[src/fam_pkg.sv]
`default_nettype none
package fam_pkg;

   ////////////////////////////////////////////////////////////////////////////
   // clock and flash bus timing
   localparam int unsigned CLK_MHZ    = 50;
   localparam int unsigned T_WP_NS    = 35;
   localparam int unsigned T_ACC_NS   = 70;
   localparam int unsigned WP_CYC     = (T_WP_NS * CLK_MHZ + 999) / 1000;
   localparam int unsigned ACC_CYC    = (T_ACC_NS * CLK_MHZ + 999) / 1000;
   localparam int unsigned SYNC_CYC   = 3;
   localparam int unsigned RD_CYC     = ACC_CYC + SYNC_CYC;
   localparam int unsigned CNT_W      = 4;

   ////////////////////////////////////////////////////////////////////////////
   // flash side: widths, unlock addresses, command codes, status bits
   localparam int unsigned AW         = 22;
   localparam int unsigned DW         = 16;
   localparam logic [21:0] ADDR_UL1   = 22'h000555;
   localparam logic [21:0] ADDR_UL2   = 22'h0002AA;
   localparam logic [7:0]  CODE_UL1   = 8'hAA;
   localparam logic [7:0]  CODE_UL2   = 8'h55;
   localparam logic [7:0]  CODE_RESET = 8'hF0;
   localparam logic [7:0]  CODE_QEXIT = 8'hFF;
   localparam logic [7:0]  CODE_SREAD = 8'h70;
   localparam logic [7:0]  CODE_SCLR  = 8'h71;
   localparam logic [7:0]  CODE_XENT  = 8'h90;
   localparam logic [7:0]  CODE_XIT   = 8'h00;
   localparam logic [7:0]  CODE_PROG  = 8'hA0;
   localparam logic [7:0]  CODE_WBUF  = 8'h25;
   localparam logic [7:0]  CODE_CONF  = 8'h29;
   localparam int unsigned ST_READY   = 7;
   localparam int unsigned ST_PROT    = 2;
   localparam logic [7:0]  MAX_WORDS  = 8'h80;
   localparam int unsigned PAGE_BITS  = 7;

   ////////////////////////////////////////////////////////////////////////////
   // controller registers on apb
   localparam logic [7:0]  OFS_CTRL   = 8'h00;
   localparam logic [7:0]  OFS_ADDR   = 8'h04;
   localparam logic [7:0]  OFS_WDATA  = 8'h08;
   localparam logic [7:0]  OFS_RDATA  = 8'h0C;
   localparam logic [7:0]  OFS_COUNT  = 8'h10;
   localparam logic [7:0]  OFS_STAT   = 8'h14;
   localparam logic [7:0]  OFS_ISTA   = 8'h18;
   localparam logic [7:0]  OFS_ICLR   = 8'h1C;
   localparam logic [7:0]  OFS_IEN    = 8'h20;
   localparam int unsigned IRQ_DONE   = 0;
   localparam int unsigned IRQ_REFUSE = 1;
   localparam int unsigned IRQ_WORD   = 2;
   localparam int unsigned IRQ_W      = 3;
   localparam logic [7:0]  COUNT_RST  = 8'h01;

   typedef enum logic [3:0] {
      OP_READ      = 4'h0,
      OP_WRITE     = 4'h1,
      OP_ABORT_RST = 4'h2,
      OP_RESET     = 4'h3,
      OP_QEXIT     = 4'h4,
      OP_LR_PROG   = 4'h5,
      OP_LR_EXIT   = 4'h6,
      OP_SCLR      = 4'h7,
      OP_STATUS    = 4'h8,
      OP_SEC_WORD  = 4'h9,
      OP_SEC_BUF   = 4'hA,
      OP_SEC_EXIT  = 4'hB
   } fam_op_t;

   typedef enum logic [2:0] {
      K_END, K_WR, K_RD, K_STAT, K_POLL, K_CHK, K_LOAD
   } fam_kind_t;

   typedef enum logic [1:0] {A_UL1, A_UL2, A_USER} fam_asel_t;
   typedef enum logic [1:0] {D_CODE, D_USER, D_COUNT} fam_dsel_t;

   typedef struct packed {
      fam_kind_t  kind;
      fam_asel_t  asel;
      fam_dsel_t  dsel;
      logic [7:0] code;
   } fam_step_t;

   localparam fam_step_t S_END = '{K_END, A_USER, D_CODE, 8'h00};
   localparam fam_step_t S_UL1 = '{K_WR, A_UL1, D_CODE, CODE_UL1};
   localparam fam_step_t S_UL2 = '{K_WR, A_UL2, D_CODE, CODE_UL2};
   localparam fam_step_t S_DAT = '{K_WR, A_USER, D_USER, 8'h00};
   localparam fam_step_t S_PLL = '{K_POLL, A_UL1, D_CODE, CODE_SREAD};

   // micro-sequence of flash bus steps for each operation
   function automatic fam_step_t fam_step(fam_op_t op, logic [3:0] idx);
      fam_step_t seq [0:8];
      for (int i = 0; i < 9; i++) begin
         seq[i] = S_END;
      end
      case (op)
         OP_READ: seq[0] = '{K_RD, A_USER, D_CODE, 8'h00};
         OP_WRITE: seq[0] = S_DAT;
         OP_ABORT_RST: begin
            seq[0] = S_UL1;
            seq[1] = S_UL2;
            seq[2] = '{K_WR, A_UL1, D_CODE, CODE_RESET};
         end
         OP_RESET: seq[0] = '{K_WR, A_USER, D_CODE, CODE_RESET};
         OP_QEXIT: seq[0] = '{K_WR, A_USER, D_CODE, CODE_QEXIT};
         OP_LR_PROG: begin
            seq[0] = '{K_WR, A_USER, D_CODE, CODE_PROG};
            seq[1] = S_DAT;
            seq[2] = S_PLL;
         end
         OP_LR_EXIT: begin
            seq[0] = '{K_WR, A_USER, D_CODE, CODE_XENT};
            seq[1] = '{K_WR, A_USER, D_CODE, CODE_XIT};
         end
         OP_SCLR: seq[0] = '{K_WR, A_UL1, D_CODE, CODE_SCLR};
         OP_STATUS: seq[0] = '{K_STAT, A_UL1, D_CODE, CODE_SREAD};
         OP_SEC_WORD: begin
            seq[0] = '{K_CHK, A_UL1, D_CODE, CODE_SREAD};
            seq[1] = S_UL1;
            seq[2] = S_UL2;
            seq[3] = '{K_WR, A_UL1, D_CODE, CODE_PROG};
            seq[4] = S_DAT;
            seq[5] = S_PLL;
         end
         OP_SEC_BUF: begin
            seq[0] = '{K_CHK, A_UL1, D_CODE, CODE_SREAD};
            seq[1] = S_UL1;
            seq[2] = S_UL2;
            seq[3] = '{K_WR, A_USER, D_CODE, CODE_WBUF};
            seq[4] = '{K_WR, A_USER, D_COUNT, 8'h00};
            seq[5] = '{K_LOAD, A_USER, D_USER, 8'h00};
            seq[6] = '{K_WR, A_USER, D_CODE, CODE_CONF};
            seq[7] = S_PLL;
         end
         OP_SEC_EXIT: begin
            seq[0] = S_UL1;
            seq[1] = S_UL2;
            seq[2] = '{K_WR, A_UL1, D_CODE, CODE_XENT};
            seq[3] = '{K_WR, A_USER, D_CODE, CODE_XIT};
         end
         default: seq[0] = S_END;
      endcase
      return (idx < 4'h9) ? seq[idx] : S_END;
   endfunction

endpackage
`default_nettype wire

[src/fam_host_ctrl.sv]
`timescale 1ns/100ps
`default_nettype none
// Summary of operation
// After a buffer load fault the host recovers with AAh at 555h, 55h at 2AAh, then F0h at 555h.
// Lock-register mode is left by F0h or by 90h then 00h, and 71h at 555h clears status there.
// A lock-register program is A0h followed by one data write, after which the device goes back on its own.
// A hung lock-register program is released by an F0h reset write.
// Query mode is left by an F0h or an FFh write.
// Identification mode is left only by an F0h write.
// In secure-region mode 70h at 555h reads status and AAh at 555h starts unlocking.
// After 55h at 2AAh with the protect bit clear, A0h, 25h or 90h then 00h are accepted.
// A buffered load whose count passes 127 or whose sector differs aborts the device.
// Each data write inside the loaded page stores a word and counts down; outside the page it aborts.
// The confirm 29h at the same sector is given only after the count has run out.
// A secure program shows bit 7 low while busy and a hang is released by F0h.
// The host never issues the legacy resume codes.
// No secure-region program is issued once the protect bit is set.
// A secure program that ends cleanly returns the device to secure-region mode unaided.
// Writes that match no transition are ignored by the device.
module fam_host_ctrl (
   input  wire logic        i_clk,
   input  wire logic        i_rst_n,
   input  wire logic        i_psel,
   input  wire logic        i_penable,
   input  wire logic        i_pwrite,
   input  wire logic [7:0]  i_paddr,
   input  wire logic [31:0] i_pwdata,
   output var  logic [31:0] o_prdata,
   output var  logic        o_pready,
   output var  logic        o_pslverr,
   output var  logic        o_irq,
   output var  logic [21:0] o_flash_addr,
   output var  logic [15:0] o_flash_dq,
   output var  logic        o_flash_dq_oe,
   input  wire logic [15:0] i_flash_dq,
   output var  logic        o_flash_ce_n,
   output var  logic        o_flash_oe_n,
   output var  logic        o_flash_we_n
);

   typedef enum logic [2:0] {
      S_IDLE    = 3'b000,
      S_FETCH   = 3'b001,
      S_SETUP   = 3'b011,
      S_STROBE  = 3'b010,
      S_RECOVER = 3'b110,
      S_WAIT    = 3'b101
   } fam_seq_t;

   fam_seq_t                 st_reg,      st_next;
   fam_pkg::fam_op_t         op_reg,      op_next;
   logic [3:0]               idx_reg,     idx_next;
   logic                     ph_reg,      ph_next;
   logic                     rd_reg,      rd_next;
   logic [fam_pkg::CNT_W-1:0] cnt_reg,    cnt_next;
   logic [7:0]               word_reg,    word_next;
   logic [21:0]              addr_reg,    addr_next;
   logic [7:0]               count_reg,   count_next;
   logic [15:0]              wdata_reg,   wdata_next;
   logic                     wvalid_reg,  wvalid_next;
   logic [15:0]              rdata_reg,   rdata_next;
   logic                     refused_reg, refused_next;
   logic [fam_pkg::IRQ_W-1:0] ista_reg,   ista_next;
   logic [fam_pkg::IRQ_W-1:0] ien_reg,    ien_next;
   logic                     irq_reg,     irq_next;
   logic [21:0]              fa_reg,      fa_next;
   logic [15:0]              fdo_reg,     fdo_next;
   logic                     foe_reg,     foe_next;
   logic                     ce_n_reg,    ce_n_next;
   logic                     oe_n_reg,    oe_n_next;
   logic                     we_n_reg,    we_n_next;
   logic                     pready_reg,  pready_next;
   logic                     pslverr_reg, pslverr_next;
   logic [31:0]              prdata_reg,  prdata_next;
   logic [15:0]              dq_s1_reg, dq_s2_reg, dq_s3_reg;

   fam_pkg::fam_step_t       cur;
   logic                     setup_ph;
   logic                     wr_acc;
   logic                     busy;
   logic                     bad_buf;
   logic [fam_pkg::IRQ_W-1:0] ev_set;
   logic [fam_pkg::IRQ_W-1:0] ev_clr;

   assign cur      = fam_pkg::fam_step(op_reg, idx_reg);
   assign setup_ph = i_psel & ~i_penable;
   assign wr_acc   = i_psel & i_penable & pready_reg & i_pwrite;
   assign busy     = (st_reg != S_IDLE);
   // count of 1..128 words that stays inside one 128-word page
   assign bad_buf  = (count_reg == 8'h00) | (count_reg > fam_pkg::MAX_WORDS) |
                     (({1'b0, addr_reg[fam_pkg::PAGE_BITS-1:0]} + count_reg)
                      > fam_pkg::MAX_WORDS);

   ////////////////////////////////////////////////////////////////////////////
   // register file, sequencer and flash pins
   always_comb begin
      st_next      = st_reg;
      op_next      = op_reg;
      idx_next     = idx_reg;
      ph_next      = ph_reg;
      rd_next      = rd_reg;
      cnt_next     = cnt_reg;
      word_next    = word_reg;
      addr_next    = addr_reg;
      count_next   = count_reg;
      wdata_next   = wdata_reg;
      wvalid_next  = wvalid_reg;
      rdata_next   = rdata_reg;
      refused_next = refused_reg;
      ien_next     = ien_reg;
      fa_next      = fa_reg;
      fdo_next     = fdo_reg;
      foe_next     = foe_reg;
      ce_n_next    = ce_n_reg;
      oe_n_next    = oe_n_reg;
      we_n_next    = we_n_reg;
      ev_set       = '0;
      ev_clr       = '0;
      pready_next  = setup_ph & ~pready_reg;
      pslverr_next = 1'b0;
      prdata_next  = 32'h0000_0000;

      // apb answer is prepared in the setup cycle, so no wait states
      if (setup_ph) begin
         unique case (i_paddr)
            fam_pkg::OFS_CTRL:  prdata_next[3:0]  = op_reg;
            fam_pkg::OFS_ADDR:  prdata_next[21:0] = addr_reg;
            fam_pkg::OFS_WDATA: prdata_next[15:0] = wdata_reg;
            fam_pkg::OFS_RDATA: prdata_next[15:0] = rdata_reg;
            fam_pkg::OFS_COUNT: prdata_next[7:0]  = count_reg;
            fam_pkg::OFS_STAT:  prdata_next[2:0]  =
                                   {refused_reg, wvalid_reg, busy};
            fam_pkg::OFS_ISTA:  prdata_next[2:0]  = ista_reg;
            fam_pkg::OFS_ICLR:  prdata_next       = 32'h0000_0000;
            fam_pkg::OFS_IEN:   prdata_next[2:0]  = ien_reg;
            default:            pslverr_next      = 1'b1;
         endcase
         // a new command while one runs would corrupt the sequence
         if (i_pwrite && busy && i_paddr == fam_pkg::OFS_CTRL) begin
            pslverr_next = 1'b1;
         end
      end

      if (wr_acc) begin
         unique case (i_paddr)
            fam_pkg::OFS_ADDR:  addr_next  = i_pwdata[21:0];
            fam_pkg::OFS_COUNT: count_next = i_pwdata[7:0];
            fam_pkg::OFS_ICLR:  ev_clr     = i_pwdata[2:0];
            fam_pkg::OFS_IEN:   ien_next   = i_pwdata[2:0];
            default: ;
         endcase
      end

      unique case (st_reg)
         S_IDLE: begin
            if (wr_acc && i_paddr == fam_pkg::OFS_CTRL) begin
               op_next   = fam_pkg::fam_op_t'(i_pwdata[3:0]);
               idx_next  = 4'h0;
               ph_next   = 1'b0;
               word_next = 8'h00;
               refused_next = 1'b0;
               // unknown codes, the legacy resume codes among them
               if (i_pwdata[3:0] > 4'hB) begin
                  refused_next = 1'b1;
                  ev_set[fam_pkg::IRQ_REFUSE] = 1'b1;
               end else if (i_pwdata[3:0] == 4'hA && bad_buf) begin
                  refused_next = 1'b1;
                  ev_set[fam_pkg::IRQ_REFUSE] = 1'b1;
               end else begin
                  st_next = S_FETCH;
               end
            end
         end
         S_FETCH: begin
            rd_next  = 1'b0;
            fdo_next = {8'h00, cur.code};
            fa_next  = (cur.asel == fam_pkg::A_UL1) ? fam_pkg::ADDR_UL1 :
                       (cur.asel == fam_pkg::A_UL2) ? fam_pkg::ADDR_UL2 :
                       addr_reg;
            if (cur.dsel == fam_pkg::D_USER) begin
               fdo_next = wdata_reg;
            end else if (cur.dsel == fam_pkg::D_COUNT) begin
               fdo_next = {8'h00, count_reg - 8'h01};
            end
            unique case (cur.kind)
               fam_pkg::K_END: begin
                  st_next = S_IDLE;
                  ev_set[fam_pkg::IRQ_DONE] = 1'b1;
               end
               fam_pkg::K_WR: st_next = S_SETUP;
               fam_pkg::K_RD: begin
                  rd_next = 1'b1;
                  st_next = S_SETUP;
               end
               fam_pkg::K_STAT, fam_pkg::K_POLL, fam_pkg::K_CHK: begin
                  rd_next = ph_reg;
                  st_next = S_SETUP;
               end
               fam_pkg::K_LOAD: begin
                  if (word_reg == count_reg) begin
                     idx_next = idx_reg + 4'h1;
                  end else if (wvalid_reg) begin
                     // same page by the start check, so never aborts
                     fa_next     = addr_reg + {14'h0000, word_reg};
                     wvalid_next = 1'b0;
                     word_next   = word_reg + 8'h01;
                     st_next     = S_SETUP;
                  end else begin
                     ev_set[fam_pkg::IRQ_WORD] = 1'b1;
                     st_next = S_WAIT;
                  end
               end
               default: st_next = S_IDLE;
            endcase
            foe_next  = (st_next == S_SETUP) & ~rd_next;
            ce_n_next = ~(st_next == S_SETUP);
         end
         S_WAIT: begin
            if (wvalid_reg) begin
               st_next = S_FETCH;
            end
         end
         S_SETUP: begin
            st_next   = S_STROBE;
            oe_n_next = ~rd_reg;
            we_n_next = rd_reg;
            cnt_next  = rd_reg ? fam_pkg::CNT_W'(fam_pkg::RD_CYC - 1) :
                                 fam_pkg::CNT_W'(fam_pkg::WP_CYC - 1);
         end
         S_STROBE: begin
            if (cnt_reg != '0) begin
               cnt_next = cnt_reg - 1'b1;
            end else if (!rd_reg || dq_s2_reg == dq_s3_reg) begin
               st_next    = S_RECOVER;
               oe_n_next  = 1'b1;
               we_n_next  = 1'b1;
               if (rd_reg) begin
                  rdata_next = dq_s3_reg;
               end
            end
         end
         S_RECOVER: begin
            st_next   = S_FETCH;
            ce_n_next = 1'b1;
            foe_next  = 1'b0;
            if (cur.kind == fam_pkg::K_WR || cur.kind == fam_pkg::K_RD) begin
               idx_next = idx_reg + 4'h1;
            end else if (cur.kind != fam_pkg::K_LOAD) begin
               ph_next = ~ph_reg;
               if (ph_reg) begin
                  if (cur.kind == fam_pkg::K_STAT) begin
                     idx_next = idx_reg + 4'h1;
                  end else if (cur.kind == fam_pkg::K_POLL) begin
                     // busy shows bit 7 low; a hang keeps polling until i_rst_n, as no new op is taken while busy
                     if (rdata_reg[fam_pkg::ST_READY]) begin
                        idx_next = idx_reg + 4'h1;
                     end
                  end else if (rdata_reg[fam_pkg::ST_PROT]) begin
                     st_next      = S_IDLE;
                     refused_next = 1'b1;
                     ev_set[fam_pkg::IRQ_REFUSE] = 1'b1;
                  end else begin
                     idx_next = idx_reg + 4'h1;
                  end
               end
            end
         end
         default: st_next = S_IDLE;
      endcase

      // a fresh word written in the cycle it is consumed stays pending
      if (wr_acc && i_paddr == fam_pkg::OFS_WDATA) begin
         wdata_next  = i_pwdata[15:0];
         wvalid_next = 1'b1;
      end
      ista_next = ev_set | (ista_reg & ~ev_clr);
      irq_next  = |(ista_next & ien_next);
   end

   always_ff @(posedge i_clk or negedge i_rst_n) begin
      if (!i_rst_n) begin
         st_reg      <= S_IDLE;
         op_reg      <= fam_pkg::OP_READ;
         idx_reg     <= 4'h0;
         ph_reg      <= 1'b0;
         rd_reg      <= 1'b0;
         cnt_reg     <= '0;
         word_reg    <= 8'h00;
         addr_reg    <= 22'h000000;
         count_reg   <= fam_pkg::COUNT_RST;
         wdata_reg   <= 16'h0000;
         wvalid_reg  <= 1'b0;
         rdata_reg   <= 16'h0000;
         refused_reg <= 1'b0;
         ista_reg    <= '0;
         ien_reg     <= '0;
         irq_reg     <= 1'b0;
         fa_reg      <= 22'h000000;
         fdo_reg     <= 16'h0000;
         foe_reg     <= 1'b0;
         ce_n_reg    <= 1'b1;
         oe_n_reg    <= 1'b1;
         we_n_reg    <= 1'b1;
         pready_reg  <= 1'b0;
         pslverr_reg <= 1'b0;
         prdata_reg  <= 32'h0000_0000;
         dq_s1_reg   <= 16'h0000;
         dq_s2_reg   <= 16'h0000;
         dq_s3_reg   <= 16'h0000;
      end else begin
         st_reg      <= st_next;
         op_reg      <= op_next;
         idx_reg     <= idx_next;
         ph_reg      <= ph_next;
         rd_reg      <= rd_next;
         cnt_reg     <= cnt_next;
         word_reg    <= word_next;
         addr_reg    <= addr_next;
         count_reg   <= count_next;
         wdata_reg   <= wdata_next;
         wvalid_reg  <= wvalid_next;
         rdata_reg   <= rdata_next;
         refused_reg <= refused_next;
         ista_reg    <= ista_next;
         ien_reg     <= ien_next;
         irq_reg     <= irq_next;
         fa_reg      <= fa_next;
         fdo_reg     <= fdo_next;
         foe_reg     <= foe_next;
         ce_n_reg    <= ce_n_next;
         oe_n_reg    <= oe_n_next;
         we_n_reg    <= we_n_next;
         pready_reg  <= pready_next;
         pslverr_reg <= pslverr_next;
         prdata_reg  <= prdata_next;
         dq_s1_reg   <= i_flash_dq;
         dq_s2_reg   <= dq_s1_reg;
         dq_s3_reg   <= dq_s2_reg;
      end
   end

   assign o_prdata      = prdata_reg;
   assign o_pready      = pready_reg;
   assign o_pslverr     = pslverr_reg;
   assign o_irq         = irq_reg;
   assign o_flash_addr  = fa_reg;
   assign o_flash_dq    = fdo_reg;
   assign o_flash_dq_oe = foe_reg;
   assign o_flash_ce_n  = ce_n_reg;
   assign o_flash_oe_n  = oe_n_reg;
   assign o_flash_we_n  = we_n_reg;

endmodule
`default_nettype wire

[config.mk]
export PLATFORM = sky130hd
export DESIGN_NAME = fam_host_ctrl
export DESIGN_NICKNAME = d
export VERILOG_FILES = /design/src/fam_pkg.sv /design/src/fam_host_ctrl.sv
export SDC_FILE = /design/constraint.sdc
export NUM_CORES = 1
export LEC_CHECK = 0
export ABC_CLOCK_PERIOD_IN_PS = 2930
export BUFFER_PORTS_ARGS = -buffer_cell sky130_fd_sc_hd__buf_4
export CAP_MARGIN = 5
export CORE_MARGIN = 10
export CORE_UTILIZATION = 45
export DETAILED_ROUTE_END_ITERATION = 8
export GPL_ROUTABILITY_DRIVEN = 0
export GPL_TIMING_DRIVEN = 0
export HOLD_SLACK_MARGIN = 0.02
export PLACE_DENSITY = 0.77
export SLEW_MARGIN = 10
export SYNTH_ARGS = -nofsm -noshare
export SYNTH_HDL_FRONTEND = slang
export SYNTH_SLANG_ARGS = --single-unit
[constraint.sdc]
create_clock -name i_clk -period 2.93 [get_ports i_clk]
set_clock_uncertainty 0.15 [all_clocks]
set_input_delay 0.586 -clock i_clk [delete_from_list [all_inputs] [get_ports i_clk]]
set_output_delay 0.586 -clock i_clk [all_outputs]
set_load 0.1 [all_outputs]
## Word level (Yosys, flattened, before mapping)

Index checks and enable logic that the tools add are counted.

| operators by class | value |
|---|---|
| add/sub/neg operators | 6 |
| order comparisons | 5 |
| equal/unequal tests | 60 |
| multiplexer cells | 106 |
| bitwise logic cells | 20 |
| reductions and logical operators | 41 |

Operator list:

| cell | number |
|---|---|
| case mux 15 bit (10 select lines) | 1 |
| 2-to-1 mux 22 bit | 6 |
| binary-select mux 15 bit (select 4 bit) | 1 |
| case mux 15 bit (4 select lines) | 1 |
| case mux 28 bit (2 select lines) | 1 |
| case mux 13 bit (4 select lines) | 1 |
| 2-to-1 mux 15 bit | 3 |
| 2-to-1 mux 4 bit | 11 |
| 2-to-1 mux 3 bit | 14 |
| 2-to-1 mux 1 bit | 41 |
| 2-to-1 mux 8 bit | 5 |
| case mux 13 bit (3 select lines) | 1 |
| inequality test 2 bit (second input constant) | 17 |
| == test 8 x 5 -> 1 bit (second input constant) | 4 |
| 2-to-1 mux 28 bit | 1 |
| case mux 3 bit (8 select lines) | 1 |
| case mux 8 bit (3 select lines) | 1 |
| adder 22 x 8 -> 22 bit | 1 |
| == test 4 bit (second input constant) | 5 |
| case mux 3 bit (6 select lines) | 1 |
| == test 16 bit | 1 |
| == test 4 x 3 -> 1 bit (second input constant) | 4 |
| == test 8 x 4 -> 1 bit (second input constant) | 2 |
| > comparator 8 bit (second input constant) | 2 |
| other kinds (57) | 112 |

| storage, ports and cells | value |
|---|---|
| flip-flop bits (word level) | 220 |
| bits of input ports | 61 |
| output and inout port bits | 77 |

## Longest topological paths before layout

| logic depth | value |
|---|---|
| depth after elaboration | 17 |
| gate-level depth with buffers | 12 |

## Worst setup path before layout

OpenSTA, ideal clock, no wires.

| timing path | value |
|---|---|
| path kind | register -> register |
| start | reg count_reg[0] |
| end | reg st_reg[0] |
| arrival time | 2.509 ns |
| setup slack | 0.155 ns |
| stages on the path, launching flop included | 11 |
| path buffers | 0 |
| cell sequence | dfstp_2 > ha_1 > inv_1 > fa_1 > xor2_1 > nand4b_1 > o31a_1 > nor4_1 > o21ai_0 > and3_1 > o311ai_0 |

| on the way | value |
|---|---|
| cells in the longest elaborated chain, start to end | 6 |
| elaborated cells on any way between the ends | 14 |
| those cells by class | add/sub (1); order compare (2); eq/ne (2); mux (4); bitwise (2); reduce/logical (3) |

Ends and longest elaborated chain:

| element | RTL line | text |
|---|---|---|
| from (decl) | fam_host_ctrl.sv:58 | `logic [7:0] count_reg, count_next;` |
| from (signal assigned) | fam_host_ctrl.sv:290 | `count_reg <= fam_pkg::COUNT_RST;` |
| from (signal assigned) | fam_host_ctrl.sv:319 | `count_reg <= count_next;` |
| adder 7 x 8 -> 8 bit (tied with other cells) | fam_host_ctrl.sv:91 | `(({1'b0, addr_reg[fam_pkg::PAGE_BITS-1:0]} + count_reg)` |
| > comparator 8 bit / OR 1 bit (equally long branches) | fam_host_ctrl.sv:92, fam_host_ctrl.sv:90 |  |
| OR 1 bit | fam_host_ctrl.sv:90 | `assign bad_buf = (count_reg == 8'h00) \| (count_reg > fam_pkg::MAX_WORDS) \|` |
| logical AND 1 bit | fam_host_ctrl.sv:166 | `end else if (i_pwdata[3:0] == 4'hA && bad_buf) begin` |
| inequality test 2 bit (no source line) | - |  |
| AND reduction 6 bit (no source line) | - |  |
| to (signal assigned) | fam_host_ctrl.sv:311 | `st_reg <= st_next;` |
| to (decl) | fam_host_ctrl.sv:50 | `fam_seq_t st_reg, st_next;` |

Parallel ways exist; a longest one is shown, timed or not. The select of a mux whose other input is x is not followed.
A chain may end at the register's enable or synchronous reset.

## Worst setup path after layout

Same ends and word-level chain as after synthesis.

==> results.md <==
- Top Ports: roughly 140
- FFs w/ async S/R, synth: 100%
- WL/cell: ~20 um
- Status: finished, violations left
- Synth area leaders: dfrtp_1 (48%), mux2_2 (7.0%), nand2_1 (3.5%), xor2_1 (3.0%), ha_1 (2.6%)
- Filler instances: 1946
- Most common cell in the netlist: dfrtp_1
- Post-Syn Area: 10700 um2
- Ys flop type: dfrtp_1
- Area growth from synthesis to layout: 23.6%
- Worst slew margin: between 40% and 50%
- Req. time, crit path: between 3 and 4 ns
- Total wire length: 30900 um
- Crit path DAT: around 3.2 ns
- Initial Util: 45.8%
- Tcrit/Tclk final: 101%
- DR vias: 9086
- Hold crit path type: in2reg
- PD cells: about 610 nW/um2
- Port bufs: 116
- CTS buffer count: 23
- Sequential area share after synthesis: a little under 50%
- Pin count of the biggest net entering global routing: 97
- Max clock buf depth: 3
- Worst setup SP type: register
- DR pass1 iterations: 8
- Top post-synthesis cells by count: dfrtp_1 (206), nand2_1 (101), nor2_1 (71)
- Pwr Total: around 8.1 mW
- Synth Area per Inst: slightly above 10 um2
- Final Max Tran Viols: 0
- Tmin final: slightly below 3 ns
- Placed Instance Area: between 10000 and 15000 um2
- Post-route cell area: 13300 um2
- Failing checks: negative setup slack
- Setup WS pre-CTS: -0.528 ns
- R2r setup slk: -0.03 ns
- Worst setup slack after layout: -0.0264 ns
- Total core area: between 20000 and 25000 um2
- # setup viols final: 4
- TritonCTS clock tree: built
- Initial antenna violation count: 1
- Non-filler instance count after layout: roughly 1600
- Global-route wire length before repair: ~48000 um
- Slew at the pin closest to its max-slew limit: 0.874 ns
- Synth area leader: dfrtp_1
- Critical R2R Launch: count_reg[0]
- Die area: about 30000 um2
- RSZ-0062 raised after global routing: yes
- Clk sink count: 210
- Worst-path fanout max: 3
- Post-route ant nets: 0
- DR vias/cell: 5.86
- Die Height: ~170 um
- EDFF count, synth: 0
- DRC: 0
- Crit end category: register
- Worst ir drop on vdd: slightly above 0.0007 V
- Die width: 175 um
- Dpl hpwl: ~23000 um
- Worst Setup SP: count_reg[0]
- Ys Warns: 0
- Row count: 56
- Clock latency on the worst-skew pair: ~0.52 ns
- Ratio of cells with drive above 1 in the final layout: about a quarter
- Crit path kind: reg2reg
- Mapped Cells: slightly above 1000
- Layout net count: roughly 1300
- FMAX: between 0.3 and 0.4 GHz
- GRT Util Overall: 19.4%
- Post-synth top area share: about 48%
- Fin. Hold Viols: 0
- Root Driver: clkbuf_16
- CTS H-tree depth: 1
- Flops & latches, synth: 210
- Initial DRC Count: roughly 1000
- Static Leak: ~6.0 nW
- Clock transition at path regs: 0.06 ns
- Count of cell types in the netlist: slightly below 90
- Reg2reg path depth: 10
- Max_cap viols: 0
- CP endpoint: st_reg[0]
- Placed insts: ~1500
- Vias in the first global route: 8798
- Final global-route overflow total: 0
- FF-to-FF End: st_reg[0]
- Core Util, Final: a little under three fifths
## repair_timing
item                       in CTS  in global routing
resized for setup              17                 41
hold endpoints to repair       36                  0
setup endpoints to repair      46                 48
buffers inserted                5                  2
hold buffers                   17                  0
pin swaps                       7                 11
## cell usage in the layout (no fill, tap or decap), drive strengths merged, types with 9 or more instances in the layout
cell type | Yosys | final
xor2 | 37 | 37
nor3 | 17 | 17
clkbuf | 28 | 62
and3 | 11 | 11
conb | 1 | 10
dfrtp | 206 | 206
xnor2 | 13 | 13
and2 | 12 | 12
o311ai | 9 | 9
inv | 24 | 26
nor2b | 17 | 17
o211ai | 14 | 14
dlygate4sd3 | 0 | 17
o21ai | 58 | 58
nor2 | 71 | 71
a31oi | 12 | 12
or3 | 9 | 9
mux2 | 67 | 67
nand3 | 27 | 27
nand2 | 101 | 101
buf | 34 | 158
a21oi | 41 | 41
nor4 | 19 | 19
nand2b | 15 | 15
a222oi | 23 | 23
ha | 22 | 22
## cell type report
type / count / area, um2 / area share [%]
Antenna cell: 1 / 2.50 / 0.0188
Buffer: 62 / 313 / 2.36
Clock buffer: 33 / 633 / 4.77
Clock inverter: 9 / 80.1 / 0.603
Inverter: 26 / 103 / 0.772
Multi-Input combinational cell: 749 / 5330 / 40.1
Sequential cell: 210 / 5270 / 39.6
Tap cell: 319 / 399 / 3.01
Timing Repair Buffer: 142 / 1160 / 8.70
## critical path: stages, from the launching register on
cell	delay [ns]
dfstp_2	0.59
ha_4	0.16
inv_2	0.04
fa_2	0.52
nor3b_2	0.15
o211ai_1	0.10
o31a_1	0.15
nor4_4	0.32
o211ai_1	0.21
and3_4	0.26
o311ai_4	0.21
## power breakdown
| group | switching, mW | internal [mW] |
|---|---|---|
| sequential | 0.115 | 3.08 |
| combinational | 1.61 | 0.532 |
| clock | 1.16 | 1.60 |
## worst min-delay path by stage
stage	startpoint	endpoint	slack [ns]	cells after the start
after floorplan	i_rst_n	addr_reg[0]	0.14	0
after global placement	dq_s1_reg[11]	dq_s2_reg[11]	0.18	0
after detailed placement	dq_s1_reg[1]	dq_s2_reg[1]	0.18	0
after CTS	i_pwdata[14]	addr_reg[14]	0.15	2
after global routing	i_pwdata[19]	addr_reg[19]	0.15	2
final	i_pwdata[19]	addr_reg[19]	0.16	2
## through the flow
| stage | setup TNS, ns | hold slack (ns) |
|---|---|---|
| after floorplan | 0 | 0.140 |
| after global placement | -65.63 | 0.184 |
| after detailed placement | -12.73 | 0.185 |
| after CTS | -0.0957 | 0.155 |
| after global routing | -0.568 | 0.149 |
| final | -0.0653 | 0.165 |
## kinds of logic (layout without fill, tap and decap cells)
family / Yosys count / in the layout / synth area share [%]
flops: 210 / 210 / 48.9
fa+ha+maj: 24 / 24 / 2.93
other cells: 1 / 11 / 0.0349
mux: 71 / 71 / 7.39
simple gates: 349 / 349 / 16.6
buf+inv: 88 / 272 / 3.67
xor+xnor: 50 / 50 / 4.07
compound gates: 245 / 245 / 16.3
## routing by layer
layer  GRT usage (%)  part of all wire, %
met1            25.6                   41
met2            30.8                   46
met3            3.86                  8.5
met4            7.59                  4.2
met5               0                    0
No activity file was read; power rests on OpenSTA's default activity.
